**src/logic/hesb_pkg.sv**
```systemverilog
// Constants and register map of the host error status bank.
// Notes on behaviour
// - Bits 0 to 3 of register one set when zones 1 to 4 leave their limits.
// - Zone 1 and 2 events blocked in deep sleep only when their mask bit is set.
// - Zone 3 and 4 events are never blocked by any sleep state.
// - Bits 4 and 5 follow the regulator hot inputs, always blocked in deep sleep.
// - Register two bit n-1 sets when analog input n (1..8) leaves its window.
// - Register three bit n-9 sets when analog input n (9..16) leaves its window.
// - Analog inputs 1 to 11 and 15 always blocked in deep sleep.
// - Analog inputs 12 to 14 blocked in deep sleep only when their mask bit is set.
// - Analog input 16 is never blocked by any sleep state.
// - Register four bits 2 and 3 follow termination inputs, blocked in deep sleep.
// - Register four bit 4 sets on processor one core voltage mismatch, deep-sleep blocked.
// - Register four bit 5 sets on processor two core voltage mismatch, deep-sleep blocked.
// - Register four bit 6 sets on diode one fault, optionally blocked in deep sleep.
// - Register four bit 7 sets on diode two fault, optionally blocked in deep sleep.
// - Writing one clears a flag; writing zero leaves it alone.
// - Flags stay set after the condition goes; clearing fails while an unblocked condition persists.
// - The summary bit is high whenever any flag in the four registers is set.
// - Sleep state comes from a software register; optional blocking from mask registers.
package hesb_pkg;

    // ------------------------------------------------------------
    // Register offsets
    // ------------------------------------------------------------
    localparam logic [7:0] OFF_THERMAL_REG = 8'h48;
    localparam logic [7:0] OFF_ANALOG_LOW = 8'h49;
    localparam logic [7:0] OFF_ANALOG_HIGH = 8'h4a;
    localparam logic [7:0] OFF_FAULT = 8'h4b;
    localparam logic [7:0] OFF_SLEEP_STATE = 8'h60;
    localparam logic [7:0] OFF_MASK_THERMAL = 8'h61;
    localparam logic [7:0] OFF_MASK_ANALOG_HIGH = 8'h62;
    localparam logic [7:0] OFF_MASK_FAULT = 8'h63;
    localparam logic [7:0] OFF_GLOBAL_STATUS = 8'h64;

    // ------------------------------------------------------------
    // Reset values and sleep state encodings
    // ------------------------------------------------------------
    localparam logic [7:0] FLAGS_RESET = 8'h00;
    localparam logic [7:0] MASK_RESET = 8'h00;
    localparam int SLEEP_W = 2;
    localparam logic [1:0] SLEEP_S0 = 2'h0;
    localparam logic [1:0] SLEEP_S1 = 2'h1;
    localparam logic [1:0] SLEEP_S3 = 2'h2;
    localparam logic [1:0] SLEEP_S45 = 2'h3;
    localparam logic [7:0] GSTAT_HOST_ERR = 8'h01;

    // ------------------------------------------------------------
    // Per-register masks: implemented bits, bits always blocked in
    // deep sleep, and bits blocked only when software asks for it.
    // ------------------------------------------------------------
    localparam logic [7:0] KEEP_THERMAL = 8'h3f;
    localparam logic [7:0] UNCOND_THERMAL = 8'h30;
    localparam logic [7:0] OPT_THERMAL = 8'h03;
    localparam logic [7:0] KEEP_ANALOG_LOW = 8'hff;
    localparam logic [7:0] UNCOND_ANALOG_LOW = 8'hff;
    localparam logic [7:0] OPT_ANALOG_LOW = 8'h00;
    localparam logic [7:0] KEEP_ANALOG_HIGH = 8'hff;
    localparam logic [7:0] UNCOND_ANALOG_HIGH = 8'h47;
    localparam logic [7:0] OPT_ANALOG_HIGH = 8'h38;
    localparam logic [7:0] KEEP_FAULT = 8'hfc;
    localparam logic [7:0] UNCOND_FAULT = 8'h3c;
    localparam logic [7:0] OPT_FAULT = 8'hc0;

    // ------------------------------------------------------------
    // Whole state of the bank
    // ------------------------------------------------------------
    typedef struct packed {
        logic [7:0] thermal_flags;
        logic [7:0] analog_low_flags;
        logic [7:0] analog_high_flags;
        logic [7:0] fault_flags;
        logic [1:0] sleep_state;
        logic [7:0] mask_thermal;
        logic [7:0] mask_analog_high;
        logic [7:0] mask_fault;
        logic [7:0] rd_data;
        logic summary;
    } hesb_state_s;

endpackage

```
**src/logic/hesb_host_error_status_bank.sv**
```systemverilog
// Host error status bank: four sticky write-one-to-clear flag registers with sleep masking.
//
// Strobed register access was decided locally.
`timescale 1ns/100ps
`default_nettype none
module hesb_host_error_status_bank
    import hesb_pkg::*;
(
    // Clock and reset
    input wire logic clk,
    input wire logic rst_n,
    // Register port
    input wire logic [7:0] reg_addr,
    input wire logic [7:0] reg_wr_data,
    input wire logic reg_wr_en,
    input wire logic reg_rd_en,
    output wire logic [7:0] reg_rd_data,
    // Thermal and regulator events
    input wire logic [3:0] zone_limit_event,
    input wire logic regulator_one_hot_input,
    input wire logic regulator_two_hot_input,
    // Analog window events, bit n-1 for channel n
    input wire logic [15:0] analog_input_window_event,
    // Fault events
    input wire logic termination_one_input,
    input wire logic termination_two_input,
    input wire logic core_voltage_one_mismatch,
    input wire logic core_voltage_two_mismatch,
    input wire logic diode_one_fault,
    input wire logic diode_two_fault,
    // Summary
    output wire logic host_error_summary
);

    // ------------------------------------------------------------
    // Flag update helper
    // ------------------------------------------------------------
    // The set term is ORed after the clear so an event never loses
    // against a clear in the same cycle.
    function automatic logic [7:0] hesb_update(
        input logic [7:0] flags,
        input logic [7:0] ev,
        input logic [7:0] clr,
        input logic [7:0] keep,
        input logic [7:0] uncond,
        input logic [7:0] opt,
        input logic [7:0] umask,
        input logic deep
    );
        logic [7:0] blk;
        blk = deep ? (uncond | (opt & umask)) : 8'h00;
        return ((flags & ~clr) | (ev & ~blk)) & keep;
    endfunction

    hesb_state_s q_r;
    hesb_state_s q_nxt;
    logic deep_sleep;
    logic wr_thermal;
    logic wr_analog_low;
    logic wr_analog_high;
    logic wr_fault;
    logic [7:0] ev_thermal;
    logic [7:0] ev_fault;

    // ------------------------------------------------------------
    // Event vectors
    // ------------------------------------------------------------
    // Unused reserved positions are fed zero and also trimmed by keep.
    assign ev_thermal = {2'b00, regulator_two_hot_input, regulator_one_hot_input,
                         zone_limit_event};
    assign ev_fault = {diode_two_fault, diode_one_fault, core_voltage_two_mismatch,
                       core_voltage_one_mismatch, termination_two_input,
                       termination_one_input, 2'b00};

    // ------------------------------------------------------------
    // Address decode for clears
    // ------------------------------------------------------------
    assign wr_thermal = reg_wr_en && (reg_addr == OFF_THERMAL_REG);
    assign wr_analog_low = reg_wr_en && (reg_addr == OFF_ANALOG_LOW);
    assign wr_analog_high = reg_wr_en && (reg_addr == OFF_ANALOG_HIGH);
    assign wr_fault = reg_wr_en && (reg_addr == OFF_FAULT);

    // S3 and S4/5 are the deep states; S0 and S1 block nothing here.
    assign deep_sleep = (q_r.sleep_state == SLEEP_S3) || (q_r.sleep_state == SLEEP_S45);

    // ------------------------------------------------------------
    // Next state
    // ------------------------------------------------------------
    always_comb begin
        q_nxt = q_r;
        q_nxt.rd_data = 8'h00;
        // Sticky flags with write-one-to-clear and sleep blocking.
        q_nxt.thermal_flags = hesb_update(q_r.thermal_flags, ev_thermal,
            wr_thermal ? reg_wr_data : 8'h00, KEEP_THERMAL, UNCOND_THERMAL,
            OPT_THERMAL, q_r.mask_thermal, deep_sleep);
        q_nxt.analog_low_flags = hesb_update(q_r.analog_low_flags,
            analog_input_window_event[7:0], wr_analog_low ? reg_wr_data : 8'h00,
            KEEP_ANALOG_LOW, UNCOND_ANALOG_LOW, OPT_ANALOG_LOW, 8'h00,
            deep_sleep);
        q_nxt.analog_high_flags = hesb_update(q_r.analog_high_flags,
            analog_input_window_event[15:8], wr_analog_high ? reg_wr_data : 8'h00,
            KEEP_ANALOG_HIGH, UNCOND_ANALOG_HIGH, OPT_ANALOG_HIGH,
            q_r.mask_analog_high, deep_sleep);
        q_nxt.fault_flags = hesb_update(q_r.fault_flags, ev_fault,
            wr_fault ? reg_wr_data : 8'h00, KEEP_FAULT, UNCOND_FAULT, OPT_FAULT,
            q_r.mask_fault, deep_sleep);
        // Sleep state and mask registers written by software.
        if (reg_wr_en) begin
            case (reg_addr)
                OFF_SLEEP_STATE: begin
                    q_nxt.sleep_state = reg_wr_data[SLEEP_W-1:0];
                end
                OFF_MASK_THERMAL: begin
                    q_nxt.mask_thermal = reg_wr_data & OPT_THERMAL;
                end
                OFF_MASK_ANALOG_HIGH: begin
                    q_nxt.mask_analog_high = reg_wr_data & OPT_ANALOG_HIGH;
                end
                OFF_MASK_FAULT: begin
                    q_nxt.mask_fault = reg_wr_data & OPT_FAULT;
                end
                default: begin
                end
            endcase
        end
        // Summary follows the new flags so it never lags them.
        q_nxt.summary = |{q_nxt.thermal_flags, q_nxt.analog_low_flags,
                          q_nxt.analog_high_flags, q_nxt.fault_flags};
        // Read data stands only in the cycle after the strobe; unmapped reads give zero.
        if (reg_rd_en) begin
            case (reg_addr)
                OFF_THERMAL_REG: begin
                    q_nxt.rd_data = q_r.thermal_flags;
                end
                OFF_ANALOG_LOW: begin
                    q_nxt.rd_data = q_r.analog_low_flags;
                end
                OFF_ANALOG_HIGH: begin
                    q_nxt.rd_data = q_r.analog_high_flags;
                end
                OFF_FAULT: begin
                    q_nxt.rd_data = q_r.fault_flags;
                end
                OFF_SLEEP_STATE: begin
                    q_nxt.rd_data = {{(8-SLEEP_W){1'b0}}, q_r.sleep_state};
                end
                OFF_MASK_THERMAL: begin
                    q_nxt.rd_data = q_r.mask_thermal;
                end
                OFF_MASK_ANALOG_HIGH: begin
                    q_nxt.rd_data = q_r.mask_analog_high;
                end
                OFF_MASK_FAULT: begin
                    q_nxt.rd_data = q_r.mask_fault;
                end
                OFF_GLOBAL_STATUS: begin
                    q_nxt.rd_data = q_r.summary ? GSTAT_HOST_ERR : 8'h00;
                end
                default: begin
                    q_nxt.rd_data = 8'h00;
                end
            endcase
        end
    end

    // ------------------------------------------------------------
    // State register
    // ------------------------------------------------------------
    always_ff @(posedge clk or negedge rst_n) begin
        if (!rst_n) begin
            q_r.thermal_flags <= FLAGS_RESET;
            q_r.analog_low_flags <= FLAGS_RESET;
            q_r.analog_high_flags <= FLAGS_RESET;
            q_r.fault_flags <= FLAGS_RESET;
            q_r.sleep_state <= SLEEP_S0;
            q_r.mask_thermal <= MASK_RESET;
            q_r.mask_analog_high <= MASK_RESET;
            q_r.mask_fault <= MASK_RESET;
            q_r.rd_data <= 8'h00;
            q_r.summary <= 1'b0;
        end else begin
            q_r <= q_nxt;
        end
    end

    // Outputs come straight from the state register.
    assign reg_rd_data = q_r.rd_data;
    assign host_error_summary = q_r.summary;
endmodule
`default_nettype wire

```
**config.mk**
```make
export PLATFORM = sky130hd
export DESIGN_NAME = hesb_host_error_status_bank
export DESIGN_NICKNAME = d
export VERILOG_FILES = /design/src/logic/hesb_pkg.sv /design/src/logic/hesb_host_error_status_bank.sv
export SDC_FILE = /design/constraint.sdc
export NUM_CORES = 1
export LEC_CHECK = 0
export BUFFER_PORTS_ARGS = -buffer_cell sky130_fd_sc_hd__buf_2
export CAP_MARGIN = 20
export CORE_MARGIN = 2
export CORE_UTILIZATION = 58
export DETAILED_ROUTE_END_ITERATION = 16
export PLACE_DENSITY = 0.85
export REMOVE_ABC_BUFFERS = 1
export SYNTH_ARGS = -nofsm -noshare
export SYNTH_HDL_FRONTEND = slang
export SYNTH_SLANG_ARGS = --single-unit
export TNS_END_PERCENT = 100
```
**constraint.sdc**
```tcl
create_clock -name clk -period 5.3 [get_ports clk]
set_input_delay 0.795 -clock clk [delete_from_list [all_inputs] [get_ports clk]]
set_output_delay 0.795 -clock clk [all_outputs]
set_load 0.05 [all_outputs]
```
==> results of run 1 <==
## registers in the layout, indices dropped and copies added, names as in the netlist
name / cells
reg_rd_data: 8
host_error_summary: 1
q_r: 37
## layer usage
metal	up-vias	global-route usage, %	wire [um]
li1	1047	-	-
met1	1107	40.8	2960
met2	156	48.6	3350
met3	15	7.50	677
met4	0	8.55	183
met5	-	0	0
## worst max-delay path: cells and delay by family (launching register included)
kind | cells | cell delay (ns)
AND/OR/NAND/NOR | 3 | 1.01
buffers and inverters | 1 | 0.31
flip-flops | 1 | 0.82
AO/OA/AOI/OAI | 2 | 0.58
## synth_stat cells, types with 2 or more instances
master	count	area share, %
clkbuf_1	5	0.73
a22oi_1	8	2.3
o41ai_1	2	0.68
inv_1	9	1.3
a21boi_0	2	0.58
nor4_1	5	1.2
nand3_1	16	3.1
mux4_2	4	3.5
buf_4	8	2.3
mux2i_1	3	1.2
o31ai_1	4	1.2
buf_2	3	0.58
or3b_4	2	0.88
a21oi_1	12	2.3
nor2b_1	2	0.49
nand4_1	4	0.97
a22o_1	12	4.1
mux2_1	9	3.9
mux2_2	2	0.88
o21ai_0	16	3.1
nor2_1	18	2.6
nand2_1	26	3.8
or2_1	2	0.49
and3_1	2	0.49
dfrtp_1	46	45
a21o_1	6	1.8
a21boi_1	2	0.58
or4_1	4	1.2
and2_1	2	0.49
## worst max-delay path by stage
stage	slack (ns)	from	end	cells after the start
final	2.43	q_r[34]	host_error_summary	6
after global routing	2.34	q_r[34]	host_error_summary	6
after CTS	2.52	q_r[34]	host_error_summary	6
after detailed placement	2.46	regulator_two_hot_input	host_error_summary	7
after global placement	2.44	regulator_two_hot_input	host_error_summary	7
after floorplan	2.81	regulator_two_hot_input	host_error_summary	6
## per-stage QoR
step	power (uW)	util, %
after global placement	436	65.5
after CTS	698	68.2
after global routing	720	68.6
after detailed placement	437	65.5
after floorplan	391	-
final	699	68.6
## power breakdown
part | internal [uW] | total (uW) | switching [uW]
clock | 140 | 266 | 125
sequential | 354 | 360 | 5.76
combinational | 28.7 | 73.1 | 44.4
## logic make-up (layout without fill, tap and decap cells)
logic type	count (synthesis)	count (layout)	synth area share (%)
AND/OR/NAND/NOR	95	95	20.1
AO/OA/AOI/OAI	73	73	20.3
flip-flops	46	46	44.9
multiplexers	18	18	9.51
buffers and inverters	27	75	5.27
## final cells by class
type | instances | share of cell area, %
Clock inverter | 3 | 1.53
Sequential cell | 46 | 39.0
Clock buffer | 5 | 2.33
Multi-Input combinational cell | 186 | 43.4
Timing Repair Buffer | 57 | 10.2
Inverter | 10 | 1.27
Tap cell | 52 | 2.21
==> out/results.ini, run 1 <==
[setup_path]
crit_path_start_kind = flip-flop
worstReg2RegStart = q_r[34]
rr_worst_depth = 6
timing.rr.end = host_error_summary
reg2reg_setup_slack_ns = 2.43
crit_path_end_kind = flip-flop
crit_required_ns = 5.47
worstSetupPathType = reg2reg
worst_path_max_delay_cell = dfrtp_1
worstPathArrival_ns = 3.04
crit_fanout = 19
max_stage_delay_ns = 0.82
path_cells = inv_2 > a2111oi_4 > o2111ai_1 > or4_1 > nor4_1 > nand3_1

[timing]
worstMarginPinSlew_ns = 0.736
maxSlewViolCount = 0
clock.fmax_mhz = 348
setup_ws_ns = 2.43
finalHoldViolCount = 0
fin_skew_ns = 0.00498
setup-violations-final = 0
tns_ns = 0
hold_ws_ns = 0.308
fin_crit_ns = 2.87
fin_crit_sh_pct = 54.2
rsz0062_at_grt = false
slew_headroom_pct = 50.9

[drt]
ant_nets = 0
drt_pass1_iterations = 5
finalWirelength_um = 7180
dr_total_vias = 2325
wl_per_cell_um = 20.0
via_per_inst = 6.48
drtIter0Drc = 290
drcViolationCount = 0

[grt]
grt_first_pass_wirelength_um = 11600
grt_pass1_vias = 2333
grt_max_degree = 47
antenna_found_initial = 0
grt_overflow = 0
track_usage_pct = 30.2

[placement]
port_buffers = 56
place_congestion = 0.996
dp_hpwl_um = 5340
dpl.cell_count = 350
pre_cts_ws_ns = 2.46
placed_area_sq_um = 2810

[clocking]
htreeDepth = 2
post_cts_buffers = 0
cts_tree = built
ctsHoldBuffers = 0
path_clk_slew_ns = 0.09
post_cts_resized = 0
clockBufferDepth = 2
cts_buffers = 5
cts_root_buffer = clkbuf_8
clkSinkCount = 46
clock_latency_ns = 0.30

[power_and_ir_drop]
peakVddDrop_uv = 162
power_density_nw_per_um2 = 237
leakagePower_uw = 0.00123

[cells_and_area]
final_common_cell = buf_2
diodes = 0
final_cell_mix = buf_2, dfrtp_1, nand2_1
stdcell_count = 359
layout-drive-gt1-share_pct = 26.7
nNetsFinal = 354
multiInputGateArea_sq_um = 1280
area_delta_synth_final_pct = 14.9
fill_cells = 341
regArea_sq_um = 1150
design_area_sq_um = 2950

[floorplan]
die_y_um = 70.5
die_w_um = 70.5
rows = 24
start_util_pct = 59.8
die_area_sq_um = 4970
ios = 57
coreArea_sq_um = 4290

[synth]
synth_seq_cells = 46
ys_warn_count = 0
yosysSeqAreaShare_pct = 44.9
synthFlopType = dfrtp_1
async_reset_ff_share_pct = 100
synth_area_sq_um = 2570
syn_inst = 259
avgSynthCellArea_sq_um = 9.91
synth_cell_types = 52
synth_edf_count = 0

[outcome]
outcome = completed

[hold_path]
hp-class = in2async

[flow_run]
cap_violations = 0

(Power assumes the default switching activity.)
==> inputs of run 2 (changes only) <==
- CORE_UTILIZATION: 58 -> 54
- PLACE_DENSITY: 0.85 -> 0.8
- clock period: 5.3 -> 2.88 ns (I/O delays scaled with it)
==> out/results.ini, run 2 (synthesis gave the netlist of run 1 again) <==
[clocking]
clockBufferDepth = 2  ; unchanged
path_clk_slew_ns = 0.08  ; about the same
clock_latency_ns = 0.30  ; about the same
cts_tree = built
cts_root_buffer = clkbuf_8
htreeDepth = 2  ; unchanged
post_cts_resized = 0  ; unchanged
cts_buffers = 5  ; unchanged
post_cts_buffers = 0  ; unchanged
clkSinkCount = 46  ; unchanged

[drt]
via_per_inst = 6.55  ; +1.2%
wl_per_cell_um = 20.2  ; +1.1%
ant_nets = 0  ; unchanged
drt_pass1_iterations = 5  ; unchanged
finalWirelength_um = 7340  ; +2.3%
drtIter0Drc = 248  ; -14%
drcViolationCount = 0  ; unchanged
dr_total_vias = 2379  ; +2.3%

[flow_run]
cap_violations = 0  ; unchanged

[cells_and_area]
final_common_cell = buf_2
design_area_sq_um = 2940  ; -0.34%
final_cell_mix = buf_2, dfrtp_1, nand2_1
layout-drive-gt1-share_pct = 26.2  ; -0.50 points
fill_cells = 382  ; +12%
diodes = 0  ; unchanged
nNetsFinal = 357  ; +0.85%
largest_register = q_r
largest_reg_flops = 37  ; unchanged
area_delta_synth_final_pct = 14.5

[timing]
finalHoldViolCount = 0  ; unchanged
clock.fmax_mhz = 397  ; +14%
tns_ns = 0  ; unchanged
setup-violations-final = 0  ; unchanged
maxSlewViolCount = 0  ; unchanged
rsz0062_at_grt = false
setup_ws_ns = 0.360  ; -2.07 ns
worstMarginPinSlew_ns = 0.605  ; -0.131 ns
slew_headroom_pct = 59.5  ; +8.6 points
hold_ws_ns = 0.348  ; +0.0398 ns
fin_crit_ns = 2.52  ; -0.351 ns
fin_crit_sh_pct = 87.5  ; +33 points
fin_skew_ns = 0.00509  ; +0.000109 ns

[floorplan]
start_util_pct = 55.1  ; -4.7 points
ios = 57  ; unchanged
die_y_um = 72.9  ; +3.4%
coreArea_sq_um = 4660  ; +8.5%
rows = 25  ; +4.2%
die_area_sq_um = 5320  ; +7.0%
die_w_um = 72.9  ; +3.4%

[placement]
port_buffers = 56  ; unchanged
pre_cts_ws_ns = 0.409  ; -2.05 ns
dp_hpwl_um = 5550  ; +4.0%
place_congestion = 1.04  ; +4.1%
placed_area_sq_um = 2830  ; +0.62%

[setup_path]
path_cells = inv_2 > a2111oi_4 > o2111ai_1 > or4_1 > nor4_1 > nand3_1
crit_path_end_kind = flip-flop
crit_fanout = 13  ; -6
worstSetupPathType = reg2reg
crit_path_start_kind = flip-flop
worst_path_max_delay_cell = dfrtp_1
crit_required_ns = 3.04  ; -2.43 ns
worstPathArrival_ns = 2.68  ; -0.36 ns
max_stage_delay_ns = 0.59  ; -0.23 ns

[power_and_ir_drop]
power_density_nw_per_um2 = 400  ; +69%
peakVddDrop_uv = 244  ; +51%
power_uw = 1180  ; +68%
leakagePower_uw = 0.00123  ; +0.19%

[grt]
antenna_found_initial = 0  ; unchanged
grt_first_pass_wirelength_um = 11700  ; +0.41%
grt_pass1_vias = 2262  ; -3.0%
grt_overflow = 0  ; unchanged
grt_max_degree = 47  ; unchanged
track_usage_pct = 29.9  ; -0.26 points

[outcome]
outcome = completed

[hold_path]
hp-class = in2reg

==> run 2: cell type report <==
cell class | count | area [sq um] | area share [%]
Sequential cell | 46 | 1150 | 39.2
Multi-Input combinational cell | 186 | 1280 | 43.6
Clock buffer | 7 | 76.3 | 2.60
Inverter | 10 | 37.5 | 1.28
Tap cell | 54 | 67.6 | 2.30
Timing Repair Buffer | 60 | 325 | 11.1
==> run 2: through the flow <==
stage | instances | util, %
floorplan | 242 | -
global placement | 354 | 60.8
detailed placement | 354 | 60.8
CTS | 361 | 62.4
global route | 363 | 63.0
finish | 363 | 63.0
==> run 2: metal layers <==
layer	vias up	GRT usage, %	wire (um)
met1	1119	41.7	2990
met5	-	0	0
met2	177	45.6	3400
met4	0	12.6	249
met3	32	6.22	704
li1	1051	-	-
==> run 2: power breakdown <==
group | internal [uW] | total (uW) | switching, uW
sequential | 652 | 660 | 8.24
clock | 167 | 374 | 207
combinational | 55.4 | 141 | 86.0
==> run 2: worst max-delay path: cells and delay by family, from the launching register on <==
kind | cells | cell delay (ns)
and+or+nand+nor | 3 | 1.00
DFF | 1 | 0.59
AOI/OAI and AO/OA | 2 | 0.53
buffers and inverters | 1 | 0.26
==> run 2: final timing paths <==
check / depth (start not counted) / endpoint / startpoint / slack [ns]
worst max-delay path: 6 / host_error_summary / q_r[34] / 0.36
worst min-delay path: 2 / q_r[62] / zone_limit_event[3] / 0.35
worst max register to register: 6 / host_error_summary / q_r[34] / 0.36
worst min register to register: 1 / q_r[33] / q_r[33] / 0.51
max in group asynchronous: 3 / q_r[16] / rst_n / 1.88
min in group asynchronous: 2 / reg_rd_data[3] / rst_n / 0.53
==> run 2: what timing repair did <==
action / CTS / global route
hold buffers: 0 / 1
endpoints found under the hold margin: 0 / 10
endpoints found under the setup margin: 0 / 0
